## src/rtl/dps_pkg.sv

```systemverilog
// Package for the drive power state machine: register map, field layout,
// state encoding and controlword bit positions.
// Assumes a 32-bit APB register bus and a 16-bit cyclic controlword.
`default_nettype none
package dps_pkg;
  // Register byte offsets
  localparam logic [7:0] DPS_OFF_CTRL     = 8'h00;
  localparam logic [7:0] DPS_OFF_STATUS   = 8'h04;
  localparam logic [7:0] DPS_OFF_IRQ_STAT = 8'h08;
  localparam logic [7:0] DPS_OFF_IRQ_MASK = 8'h0c;
  localparam logic [7:0] DPS_OFF_ACYC_CW  = 8'h10;

  // Control register fields
  localparam int DPS_CTRL_NET_MODE  = 0;
  localparam int DPS_CTRL_IF_LSB    = 1;
  localparam int DPS_CTRL_IF_W      = 3;
  localparam int DPS_CTRL_SRC_LSB   = 4;
  localparam int DPS_CTRL_SRC_W     = 4;
  localparam int DPS_CTRL_POS_CTRL  = 8;
  localparam int DPS_CTRL_VEL_MODE  = 9;
  localparam int DPS_CTRL_W         = 10;
  localparam logic [DPS_CTRL_W-1:0] DPS_CTRL_RST = 10'h000;
  // Command interface code meaning the Ethernet connector, source code for network
  localparam logic [DPS_CTRL_IF_W-1:0]  DPS_IF_ETHERNET = 3'h1;
  localparam logic [DPS_CTRL_SRC_W-1:0] DPS_SRC_NETWORK = 4'h0;

  // Status register fields
  localparam int DPS_STAT_STATE_LSB = 0;
  localparam int DPS_STAT_OUT_ACT   = 8;
  localparam int DPS_STAT_CTRL_EN   = 9;
  localparam int DPS_STAT_START     = 10;
  localparam int DPS_STAT_REVERSE   = 11;

  // Interrupt events
  localparam int DPS_IRQ_W          = 3;
  localparam int DPS_IRQ_STATE_CHG  = 0;
  localparam int DPS_IRQ_FAULT      = 1;
  localparam int DPS_IRQ_BLOCKED    = 2;
  localparam logic [DPS_IRQ_W-1:0] DPS_IRQ_RST = 3'h0;

  localparam int DPS_CW_W  = 16;
  localparam int DPS_VEL_W = 32;
  localparam logic [DPS_CW_W-1:0] DPS_CW_RST = 16'h0000;

  // Drive states, one-hot
  typedef enum logic [7:0] {
    DPS_NOT_READY    = 8'h01,
    DPS_SW_ON_DIS    = 8'h02,
    DPS_READY        = 8'h04,
    DPS_SWITCHED_ON  = 8'h08,
    DPS_OP_ENABLED   = 8'h10,
    DPS_QUICK_STOP   = 8'h20,
    DPS_FAULT_REACT  = 8'h40,
    DPS_FAULT        = 8'h80
  } dps_state_t;

  // Controlword bit positions
  localparam int DPS_CW_SWITCH_ON = 0;
  localparam int DPS_CW_EN_VOLT   = 1;
  localparam int DPS_CW_QUICK     = 2;
  localparam int DPS_CW_EN_OP     = 3;
  localparam int DPS_CW_FLT_RST   = 7;
endpackage : dps_pkg
`default_nettype wire

```

## src/rtl/dps_sync.sv

```systemverilog
// Two flip-flop synchroniser for a group of independent level inputs.
// Assumes each bit is a slow level; no bits are sampled coherently together.
`default_nettype none
module dps_sync #(
  parameter int WIDTH = 2
) (
  input  wire logic             clk,
  input  wire logic             rst_n,
  input  wire logic [WIDTH-1:0] d,
  output logic      [WIDTH-1:0] q
);
  genvar i;
  // One chain per bit; the first stage feeds only the second
  generate
    for (i = 0; i < WIDTH; i++) begin : g_bit
      logic meta_q;
      logic sync_q;
      always_ff @(posedge clk or negedge rst_n) begin
        if (!rst_n) begin
          meta_q <= 1'b0;
          sync_q <= 1'b0;
        end else begin
          meta_q <= d[i];
          sync_q <= meta_q;
        end
      end
      assign q[i] = sync_q;
    end
  endgenerate
endmodule : dps_sync
`default_nettype wire

```

## src/rtl/dps_top.sv

```systemverilog
// Drive power state machine: steps the drive through its eight states from
// cyclic controlword commands and fixes the output behaviour of each state.
// Assumes cyclic data, bus state and velocity targets come from logic on pclk;
// fault and output-stop arrive from pins and are synchronised here.
//
// The address map and register access over APB were chosen for this implementation.
`default_nettype none
module dps_top
  import dps_pkg::*;
(
  input  wire logic                        pclk,
  input  wire logic                        presetn,
  // APB slave
  input  wire logic                        psel,
  input  wire logic                        penable,
  input  wire logic                        pwrite,
  input  wire logic [7:0]                  paddr,
  input  wire logic [31:0]                 pwdata,
  output logic      [31:0]                 prdata,
  output logic                             pready,
  output logic                             pslverr,
  output logic                             irq,
  // Cyclic process data and bus state
  input  wire logic                        bus_operational,
  input  wire logic                        cyclic_cw_valid,
  input  wire logic [dps_pkg::DPS_CW_W-1:0] cyclic_cw,
  input  wire logic [dps_pkg::DPS_VEL_W-1:0] vel_mode_target,
  input  wire logic [dps_pkg::DPS_VEL_W-1:0] target_velocity,
  // Drive side
  input  wire logic                        init_done,
  input  wire logic                        drive_stopped,
  input  wire logic                        fault_pin,
  input  wire logic                        output_stop_input,
  input  wire logic                        local_servo_on,
  input  wire logic                        local_start,
  output logic [7:0]                       state_feedback,
  output logic                             output_active_indicator,
  output logic                             servo_on_input,
  output logic                             start_cmd,
  output logic                             start_reverse,
  output logic                             sudden_stop_input,
  output logic                             emergency_stop_input,
  output logic                             cap_life_meas_en,
  output logic                             control_enabled
);
  // Registers
  dps_state_t              state_q;
  dps_state_t              state_d;
  logic [DPS_CTRL_W-1:0]   ctrl_q;
  logic [DPS_IRQ_W-1:0]    irq_stat_q;
  logic [DPS_IRQ_W-1:0]    irq_mask_q;
  logic [DPS_CW_W-1:0]     acyc_cw_q;
  logic                    flt_rst_prev_q;
  logic                    run_q;
  logic [31:0]             prdata_q;
  logic                    pready_q;
  logic                    pslverr_q;
  logic                    irq_q;
  logic                    out_act_q;
  logic                    servo_q;
  logic                    start_q;
  logic                    reverse_q;
  logic                    sudden_q;
  logic                    emerg_q;
  logic                    cap_en_q;
  logic                    ctrl_en_q;

  // Synchronised pins
  logic [1:0]              pins_s;
  logic                    fault_s;
  logic                    out_stop_s;

  // Decode
  logic                    ctrl_en;
  logic                    take;
  logic                    c_shutdown;
  logic                    c_switch_on;
  logic                    c_enable_op;
  logic                    c_disable_op;
  logic                    c_dis_volt;
  logic                    c_quick;
  logic                    c_flt_rst;
  logic                    apb_access;
  logic                    apb_wr;
  logic                    addr_ok;
  logic [DPS_IRQ_W-1:0]    ev;
  logic [DPS_IRQ_W-1:0]    irq_clr;
  logic                    on_state;

  dps_sync #(.WIDTH (2)) u_sync (
    .clk   (pclk),
    .rst_n (presetn),
    .d     ({output_stop_input, fault_pin}),
    .q     (pins_s)
  );
  assign fault_s    = pins_s[0];
  assign out_stop_s = pins_s[1];

  // Bus control gate: all three settings plus the running cyclic exchange
  assign ctrl_en = ctrl_q[DPS_CTRL_NET_MODE] &
                   (ctrl_q[DPS_CTRL_IF_LSB +: DPS_CTRL_IF_W] == DPS_IF_ETHERNET) &
                   (ctrl_q[DPS_CTRL_SRC_LSB +: DPS_CTRL_SRC_W] == DPS_SRC_NETWORK) &
                   bus_operational;
  // Only the cyclic path feeds the command decoder
  assign take = ctrl_en & cyclic_cw_valid;

  // Controlword command decode; fault reset bit low for all but fault reset
  always_comb begin
    c_dis_volt   = ~cyclic_cw[DPS_CW_EN_VOLT] & ~cyclic_cw[DPS_CW_FLT_RST];
    c_quick      = cyclic_cw[DPS_CW_EN_VOLT] & ~cyclic_cw[DPS_CW_QUICK] & ~cyclic_cw[DPS_CW_FLT_RST];
    c_shutdown   = cyclic_cw[DPS_CW_QUICK] & cyclic_cw[DPS_CW_EN_VOLT] & ~cyclic_cw[DPS_CW_SWITCH_ON] &
                   ~cyclic_cw[DPS_CW_FLT_RST];
    c_switch_on  = cyclic_cw[DPS_CW_QUICK] & cyclic_cw[DPS_CW_EN_VOLT] & cyclic_cw[DPS_CW_SWITCH_ON] &
                   ~cyclic_cw[DPS_CW_EN_OP] & ~cyclic_cw[DPS_CW_FLT_RST];
    c_disable_op = c_switch_on;
    c_enable_op  = cyclic_cw[DPS_CW_QUICK] & cyclic_cw[DPS_CW_EN_VOLT] & cyclic_cw[DPS_CW_SWITCH_ON] &
                   cyclic_cw[DPS_CW_EN_OP] & ~cyclic_cw[DPS_CW_FLT_RST];
    c_flt_rst    = cyclic_cw[DPS_CW_FLT_RST] & ~flt_rst_prev_q;
  end

  // Fault reset acts on the rising edge of its bit only
  always_ff @(posedge pclk or negedge presetn) begin
    if (!presetn) begin
      flt_rst_prev_q <= 1'b0;
    end else if (take) begin
      flt_rst_prev_q <= cyclic_cw[DPS_CW_FLT_RST];
    end
  end

  // Next state; a fault overrides every command and needs no bus control
  always_comb begin
    state_d = state_q;
    case (state_q)
      DPS_NOT_READY: begin
        if (init_done) state_d = DPS_SW_ON_DIS;
      end
      DPS_SW_ON_DIS: begin
        if (take && c_shutdown) state_d = DPS_READY;
      end
      DPS_READY: begin
        if (take && c_switch_on) state_d = DPS_SWITCHED_ON;
        else if (take && (c_dis_volt || c_quick)) state_d = DPS_SW_ON_DIS;
      end
      DPS_SWITCHED_ON: begin
        if (take && c_enable_op && out_act_q) state_d = DPS_OP_ENABLED;
        else if (take && c_shutdown) state_d = DPS_READY;
        else if (take && (c_dis_volt || c_quick)) state_d = DPS_SW_ON_DIS;
      end
      DPS_OP_ENABLED: begin
        // Leaving to Switched on waits for the drive to stop, or for the indicator to drop
        if (take && c_disable_op && drive_stopped) state_d = DPS_SWITCHED_ON;
        else if (!out_act_q) state_d = DPS_SWITCHED_ON;
        else if (take && c_shutdown) state_d = DPS_READY;
        else if (take && c_dis_volt) state_d = DPS_SW_ON_DIS;
        else if (take && c_quick) state_d = DPS_QUICK_STOP;
      end
      DPS_QUICK_STOP: begin
        if ((take && c_dis_volt) || drive_stopped) state_d = DPS_SW_ON_DIS;
      end
      DPS_FAULT_REACT: begin
        state_d = DPS_FAULT;
      end
      DPS_FAULT: begin
        if (take && c_flt_rst && !fault_s) state_d = DPS_SW_ON_DIS;
      end
      default: begin
        state_d = DPS_NOT_READY;
      end
    endcase
    if (fault_s && state_q != DPS_FAULT_REACT && state_q != DPS_FAULT) begin
      state_d = DPS_FAULT_REACT;
    end
  end

  // State register; one-hot value always one of eight
  always_ff @(posedge pclk or negedge presetn) begin
    if (!presetn) begin
      state_q <= DPS_NOT_READY;
    end else begin
      state_q <= state_d;
    end
  end

  // Run latch: set by enable operation, cleared by disable operation or leaving
  always_ff @(posedge pclk or negedge presetn) begin
    if (!presetn) begin
      run_q <= 1'b0;
    end else if (state_q != DPS_OP_ENABLED) begin
      run_q <= (state_d == DPS_OP_ENABLED);
    end else if (take && c_enable_op) begin
      run_q <= 1'b1;
    end else if (take && c_disable_op) begin
      run_q <= 1'b0;
    end
  end

  // States in which output shutoff is cancelled
  assign on_state = (state_q == DPS_SWITCHED_ON) || (state_q == DPS_OP_ENABLED) ||
                    (state_q == DPS_QUICK_STOP);

  // Output-active indicator; registered so it lags the state by one cycle
  always_ff @(posedge pclk or negedge presetn) begin
    if (!presetn) begin
      out_act_q <= 1'b0;
    end else begin
      out_act_q <= on_state && !out_stop_s && !fault_s;
    end
  end

  // Servo-on and start; local sources only while bus control is off
  always_ff @(posedge pclk or negedge presetn) begin
    if (!presetn) begin
      servo_q <= 1'b0;
      start_q <= 1'b0;
    end else if (ctrl_en) begin
      servo_q <= ctrl_q[DPS_CTRL_POS_CTRL] && (state_q == DPS_OP_ENABLED);
      start_q <= !ctrl_q[DPS_CTRL_POS_CTRL] && (state_q == DPS_OP_ENABLED) && run_q;
    end else begin
      servo_q <= local_servo_on;
      start_q <= local_start;
    end
  end

  // Stop functions follow the control mode while in Quick stop active
  always_ff @(posedge pclk or negedge presetn) begin
    if (!presetn) begin
      sudden_q <= 1'b0;
      emerg_q  <= 1'b0;
    end else begin
      sudden_q <= (state_q == DPS_QUICK_STOP) && ctrl_q[DPS_CTRL_POS_CTRL];
      emerg_q  <= (state_q == DPS_QUICK_STOP) && !ctrl_q[DPS_CTRL_POS_CTRL];
    end
  end

  // Direction is the sign bit of the selected velocity target
  always_ff @(posedge pclk or negedge presetn) begin
    if (!presetn) begin
      reverse_q <= 1'b0;
    end else begin
      reverse_q <= ctrl_q[DPS_CTRL_VEL_MODE] ? vel_mode_target[DPS_VEL_W-1] :
                                               target_velocity[DPS_VEL_W-1];
    end
  end

  // Enable flags; capacitor measurement would disturb bus-driven operation
  always_ff @(posedge pclk or negedge presetn) begin
    if (!presetn) begin
      ctrl_en_q <= 1'b0;
      cap_en_q  <= 1'b1;
    end else begin
      ctrl_en_q <= ctrl_en;
      cap_en_q  <= !ctrl_en;
    end
  end

  // APB: one wait state; writes land only on the completing edge, when pready is seen high
  assign apb_access = psel && penable && !pready_q;
  assign apb_wr     = psel && penable && pwrite && pready_q;
  assign addr_ok    = (paddr == DPS_OFF_CTRL) || (paddr == DPS_OFF_STATUS) || (paddr == DPS_OFF_IRQ_STAT) ||
                      (paddr == DPS_OFF_IRQ_MASK) || (paddr == DPS_OFF_ACYC_CW);

  always_ff @(posedge pclk or negedge presetn) begin
    if (!presetn) begin
      pready_q  <= 1'b0;
      pslverr_q <= 1'b0;
    end else begin
      pready_q  <= apb_access;
      pslverr_q <= apb_access && !addr_ok;
    end
  end

  // Read data captured with the answer
  always_ff @(posedge pclk or negedge presetn) begin
    if (!presetn) begin
      prdata_q <= 32'h0000_0000;
    end else if (apb_access && !pwrite) begin
      prdata_q <= 32'h0000_0000;
      case (paddr)
        DPS_OFF_CTRL: begin
          prdata_q[DPS_CTRL_W-1:0] <= ctrl_q;
        end
        DPS_OFF_STATUS: begin
          prdata_q[DPS_STAT_STATE_LSB +: 8] <= state_q;
          prdata_q[DPS_STAT_OUT_ACT]        <= out_act_q;
          prdata_q[DPS_STAT_CTRL_EN]        <= ctrl_en_q;
          prdata_q[DPS_STAT_START]          <= start_q;
          prdata_q[DPS_STAT_REVERSE]        <= reverse_q;
        end
        DPS_OFF_IRQ_STAT: begin
          prdata_q[DPS_IRQ_W-1:0] <= irq_stat_q;
        end
        DPS_OFF_IRQ_MASK: begin
          prdata_q[DPS_IRQ_W-1:0] <= irq_mask_q;
        end
        DPS_OFF_ACYC_CW: begin
          prdata_q[DPS_CW_W-1:0] <= acyc_cw_q;
        end
        default: begin
          prdata_q <= 32'h0000_0000;
        end
      endcase
    end
  end

  // Writable registers; the acyclic controlword is kept for read-back only
  always_ff @(posedge pclk or negedge presetn) begin
    if (!presetn) begin
      ctrl_q     <= DPS_CTRL_RST;
      irq_mask_q <= DPS_IRQ_RST;
      acyc_cw_q  <= DPS_CW_RST;
    end else if (apb_wr) begin
      if (paddr == DPS_OFF_CTRL) ctrl_q <= pwdata[DPS_CTRL_W-1:0];
      if (paddr == DPS_OFF_IRQ_MASK) irq_mask_q <= pwdata[DPS_IRQ_W-1:0];
      if (paddr == DPS_OFF_ACYC_CW) acyc_cw_q <= pwdata[DPS_CW_W-1:0];
    end
  end

  // Sticky events; a new event wins over a clear in the same cycle
  assign ev[DPS_IRQ_STATE_CHG] = (state_d != state_q);
  assign ev[DPS_IRQ_FAULT]     = (state_d == DPS_FAULT_REACT) && (state_q != DPS_FAULT_REACT);
  assign ev[DPS_IRQ_BLOCKED]   = (state_q == DPS_SWITCHED_ON) && take && c_enable_op && !out_act_q;
  assign irq_clr = (apb_wr && paddr == DPS_OFF_IRQ_STAT) ? pwdata[DPS_IRQ_W-1:0] : DPS_IRQ_RST;

  always_ff @(posedge pclk or negedge presetn) begin
    if (!presetn) begin
      irq_stat_q <= DPS_IRQ_RST;
      irq_q      <= 1'b0;
    end else begin
      irq_stat_q <= (irq_stat_q & ~irq_clr) | ev;
      irq_q      <= |(((irq_stat_q & ~irq_clr) | ev) & irq_mask_q);
    end
  end

  // Outputs straight from flops
  assign prdata                  = prdata_q;
  assign pready                  = pready_q;
  assign pslverr                 = pslverr_q;
  assign irq                     = irq_q;
  assign state_feedback          = state_q;
  assign output_active_indicator = out_act_q;
  assign servo_on_input          = servo_q;
  assign start_cmd               = start_q;
  assign start_reverse           = reverse_q;
  assign sudden_stop_input       = sudden_q;
  assign emergency_stop_input    = emerg_q;
  assign cap_life_meas_en        = cap_en_q;
  assign control_enabled         = ctrl_en_q;
endmodule : dps_top
`default_nettype wire

```

## config.mk

```make
export PLATFORM = sky130hd
export DESIGN_NAME = dps_top
export DESIGN_NICKNAME = d
export VERILOG_FILES = /design/src/rtl/dps_pkg.sv /design/src/rtl/dps_sync.sv /design/src/rtl/dps_top.sv
export SDC_FILE = /design/constraint.sdc
export NUM_CORES = 1
export LEC_CHECK = 0
export BUFFER_PORTS_ARGS = -buffer_cell sky130_fd_sc_hd__buf_2
export CAP_MARGIN = 0
export CORE_MARGIN = 3
export CORE_UTILIZATION = 41
export CTS_BUF_LIST = sky130_fd_sc_hd__clkbuf_8
export DETAILED_ROUTE_END_ITERATION = 10
export GPL_TIMING_DRIVEN = 0
export PLACE_DENSITY = 0.7
export SKIP_LAST_GASP = 1
export SYNTH_ARGS = -nofsm -noshare
export SYNTH_HDL_FRONTEND = slang
export SYNTH_SLANG_ARGS = --single-unit
```

## constraint.sdc

```tcl
create_clock -name pclk -period 2.78 [get_ports pclk]
set_input_delay 0.417 -clock pclk [delete_from_list [all_inputs] [get_ports pclk]]
set_output_delay 0.417 -clock pclk [all_outputs]
set_load 0.01 [all_outputs]
```

==> results by group <==
Hold path
  • HP Start: fault_pin
  • Worst min path class: primary input to register
  • WHS Endpoint: u_sync.g_bit[0].meta_q
  • Hold Crit Depth: 1

Setup path
  • CP Buf/Inv Count: 1
  • Flop-to-flop setup slack: 210 ps
  • CP cell instances: buf_2, nor2_1, a221o_1, a32o_1, mux2i_1, o2111ai_1, nor4b_2, a21oi_1
  • Worst r2r path cells: 8
  • Worst Setup End Kind: register
  • Slowest CP cell: dfstp_2
  • Reg-to-Reg Start: state_feedback[0]
  • Critical path's top delay family: compound AO/OA/AOI/OAI gates
  • Levels on crit path: 8
  • Crit Path Category: register to register
  • Maximum fanout along the worst path: 10
  • Crit path DAT: 2790 ps
  • Startpoint types: register
  • CP max stage delay: 590 ps
  • Crit path required time: 2990 ps
  • R2R Path End: irq

Clock tree
  • CTS H-tree depth: 3
  • Bufs on Longest Clock Path: 2
  • CTS tree: yes
  • Worst-Skew Late Latency: 340 ps
  • Clk root buf: clkbuf_8
  • Clock-pin slew on the worst setup and hold paths: 80 ps
  • Clock sinks: 73
  • CTS Buf Count: 9

Cells and area
  • Multi-input combinational cell area: 0.002041 mm²
  • Post-layout util: 52.09%
  • Nets: 629
  • Synth-to-Final Area Change: 20.73%
  • FF+latch area: 0.001829 mm²
  • Layout fillers: 863
  • Commonest non-fill, non-tap cells in the layout: buf_2, dfrtp_1, nor2_1, mux2_2, a21oi_1
  • Diodes inserted: 0
  • Fin area: 0.004905 mm²
  • Commonest non-fill, non-tap cell in the layout: buf_2
  • Ratio of cells with drive above 1 in the final layout: 36.93%

STA
  • Worst rel slew slack: 40.35%
  • Layout Skew: 6.351 ps
  • Final hold vios: 0
  • Slew @ Worst Pin: 894.8 ps
  • Crit path time final: 2574 ps
  • Achievable Freq: 388.5 MHz
  • RSZ-0062 raised after global routing: no
  • Setup TNS Final: 0 ps
  • Crit share post-route: 92.60%
  • Final setup fails: 0
  • Pins Over Slew Limit: 0

Synthesis
  • EDFF count, synth: 0
  • Mapped Avg Cell Area: 10.42 µm²
  • Ys Warns: 0
  • Cells after Synth: 390
  • Seq/Total Area, Yosys: 45.03%
  • Async SR Flop Fraction: 100.0%
  • Distinct cells, synth: 74
  • Post-synthesis register bit count: 73
  • Ys flop type: dfrtp_1
  • Post-synthesis cell area: 0.004063 mm²

Power and ir drop
  • Worst vdd ir: 350.2 µV
  • Leak: 0.002374 µW
  • P per Cell Area: 562.7 mW/mm²

Routing
  • Via count: 3397
  • DRC Markers: 0
  • Drt pass-1 iters: 4
  • Vias per cell: 5.392
  • DR WL/cell: 17.16 µm
  • Antenna-violating nets left: 0
  • First DRT Iteration DRCs: 360
  • Routed wire length: 10.81 mm

Floorplanning
  • I/O pins: 184
  • Die ar.: 0.01114 mm²
  • Die width: 105.5 µm
  • Initial Util: 43.15%
  • Die Span Y: 105.5 µm
  • Row count: 35
  • Core area: 0.009415 mm²

GRT
  • Vias in the first global route: 3390
  • Congestion Overflow GR: 0
  • First-pass GRT wire length: 17.73 mm
  • Initial antenna violation count: 0
  • Largest net degree at the start of global routing: 74
  • Total GRT Usage: 20.07%

Placement
  • Placer Congestion: 0.8947
  • I/O Buffers: 76
  • HPWL Detailed: 8.174 mm
  • Post-DP Area: 0.004663 mm²

Run
  • Max-cap viol count: 0

Status
  • Status: finished clean
-- synth_stat cells, drive strengths merged (2+ instances only) --
cell type	number	area share (%)
o22ai	4	0.77
dfstp	2	1.3
clkbuf	6	0.55
buf	31	5.0
mux4	3	1.7
o211ai	2	0.49
o21a	3	0.55
nor4b	5	1.4
nor2	36	3.4
a311oi	2	0.43
and4	4	0.86
nand4	4	0.62
nor3b	5	0.92
nand4b	3	1.0
nand3	12	1.5
a31oi	3	0.46
mux2i	2	0.49
nor4	6	2.4
nor2b	8	1.2
inv	12	1.1
a211oi	2	0.49
nand3b	5	0.92
mux2	31	8.6
o31ai	7	1.3
nor3	3	0.77
or2	3	0.46
and3	4	0.62
a21o	2	0.37
nand2b	3	0.65
nand2	26	2.5
a41oi	2	0.43
a32oi	6	1.5
o21ai	16	2.0
dfrtp	71	44
a22oi	7	1.3
nand4bb	2	0.55
a21oi	28	3.5
-- final cells by class --
class,instances,share of cell area [%]
inverter,12,0.9184
clock buffer,12,3.367
timing repair buffer,80,8.418
clock inverter,4,0.5357
tap,129,3.291
buffer,37,4.566
sequential,73,37.30
multi-input combinational,283,41.61
-- through the flow --
| stage | setup slack, ps | instances | hold WS (ps) | total power (µW) |
|---|---|---|---|---|
| floorplan | 610.1 | 405 | 121.4 | 1694 |
| global placement | 201.6 | 610 | 334.7 | 1926 |
| detailed placement | 179.0 | 610 | 345.7 | 1934 |
| CTS | 140.2 | 626 | 159.8 | 2732 |
| global route | 7.200 | 630 | 154.0 | 2904 |
| finish | 205.7 | 630 | 174.1 | 2760 |
-- report_power, final --
group          internal, µW  total (µW)  switching [µW]
sequential             1130        1180            56.7
combinational           330         788             458
clock                   396         787             391
-- metal layers --
layer	up-vias	track usage, %	part of all wire, %
met4	0	7.031	2.0
met1	1633	27.69	44
met2	120	31.60	48
li1	1626	-	-
met3	18	3.919	5.9
met5	-	0	0
-- kinds of logic after synthesis --
| logic type | count (synthesis) | synth area share [%] |
|---|---|---|
| xor+xnor | 2 | 0.4312 |
| simple gates | 135 | 21.19 |
| compound gates | 94 | 15.89 |
| buf+inv | 49 | 6.621 |
| other cells | 1 | 0.09230 |
| flops | 73 | 45.03 |
| mux | 36 | 10.75 |
-- state kept, by name, indices dropped and copies added (netlist names), 2 cells and up --
name                 cells
prdata                  16
irq_mask_q               3
u_sync.g_bit.meta_q      2
irq_stat_q               3
acyc_cw_q               16
u_sync.g_bit.sync_q      2
state_feedback           8
ctrl_q                  10
-- worst max path at each step --
stage / endpoint / slack [ps] / from
finish: irq / 210 / state_feedback[0]
global route: irq_stat_q[0] / 7 / state_feedback[4]
CTS: irq / 140 / state_feedback[4]
detailed placement: irq_stat_q[0] / 180 / state_feedback[4]
global placement: irq / 200 / state_feedback[4]
floorplan: irq_stat_q[0] / 610 / state_feedback[0]
-- timing repair --
| action | CTS | global route |
|---|---|---|
| hold buffers | 0 | 0 |
| endpoints found under the setup margin | 0 | 2 |
| gates resized for setup | 0 | 3 |
| setup buffers | 0 | 4 |
No activity file was read; power rests on OpenSTA's default activity.
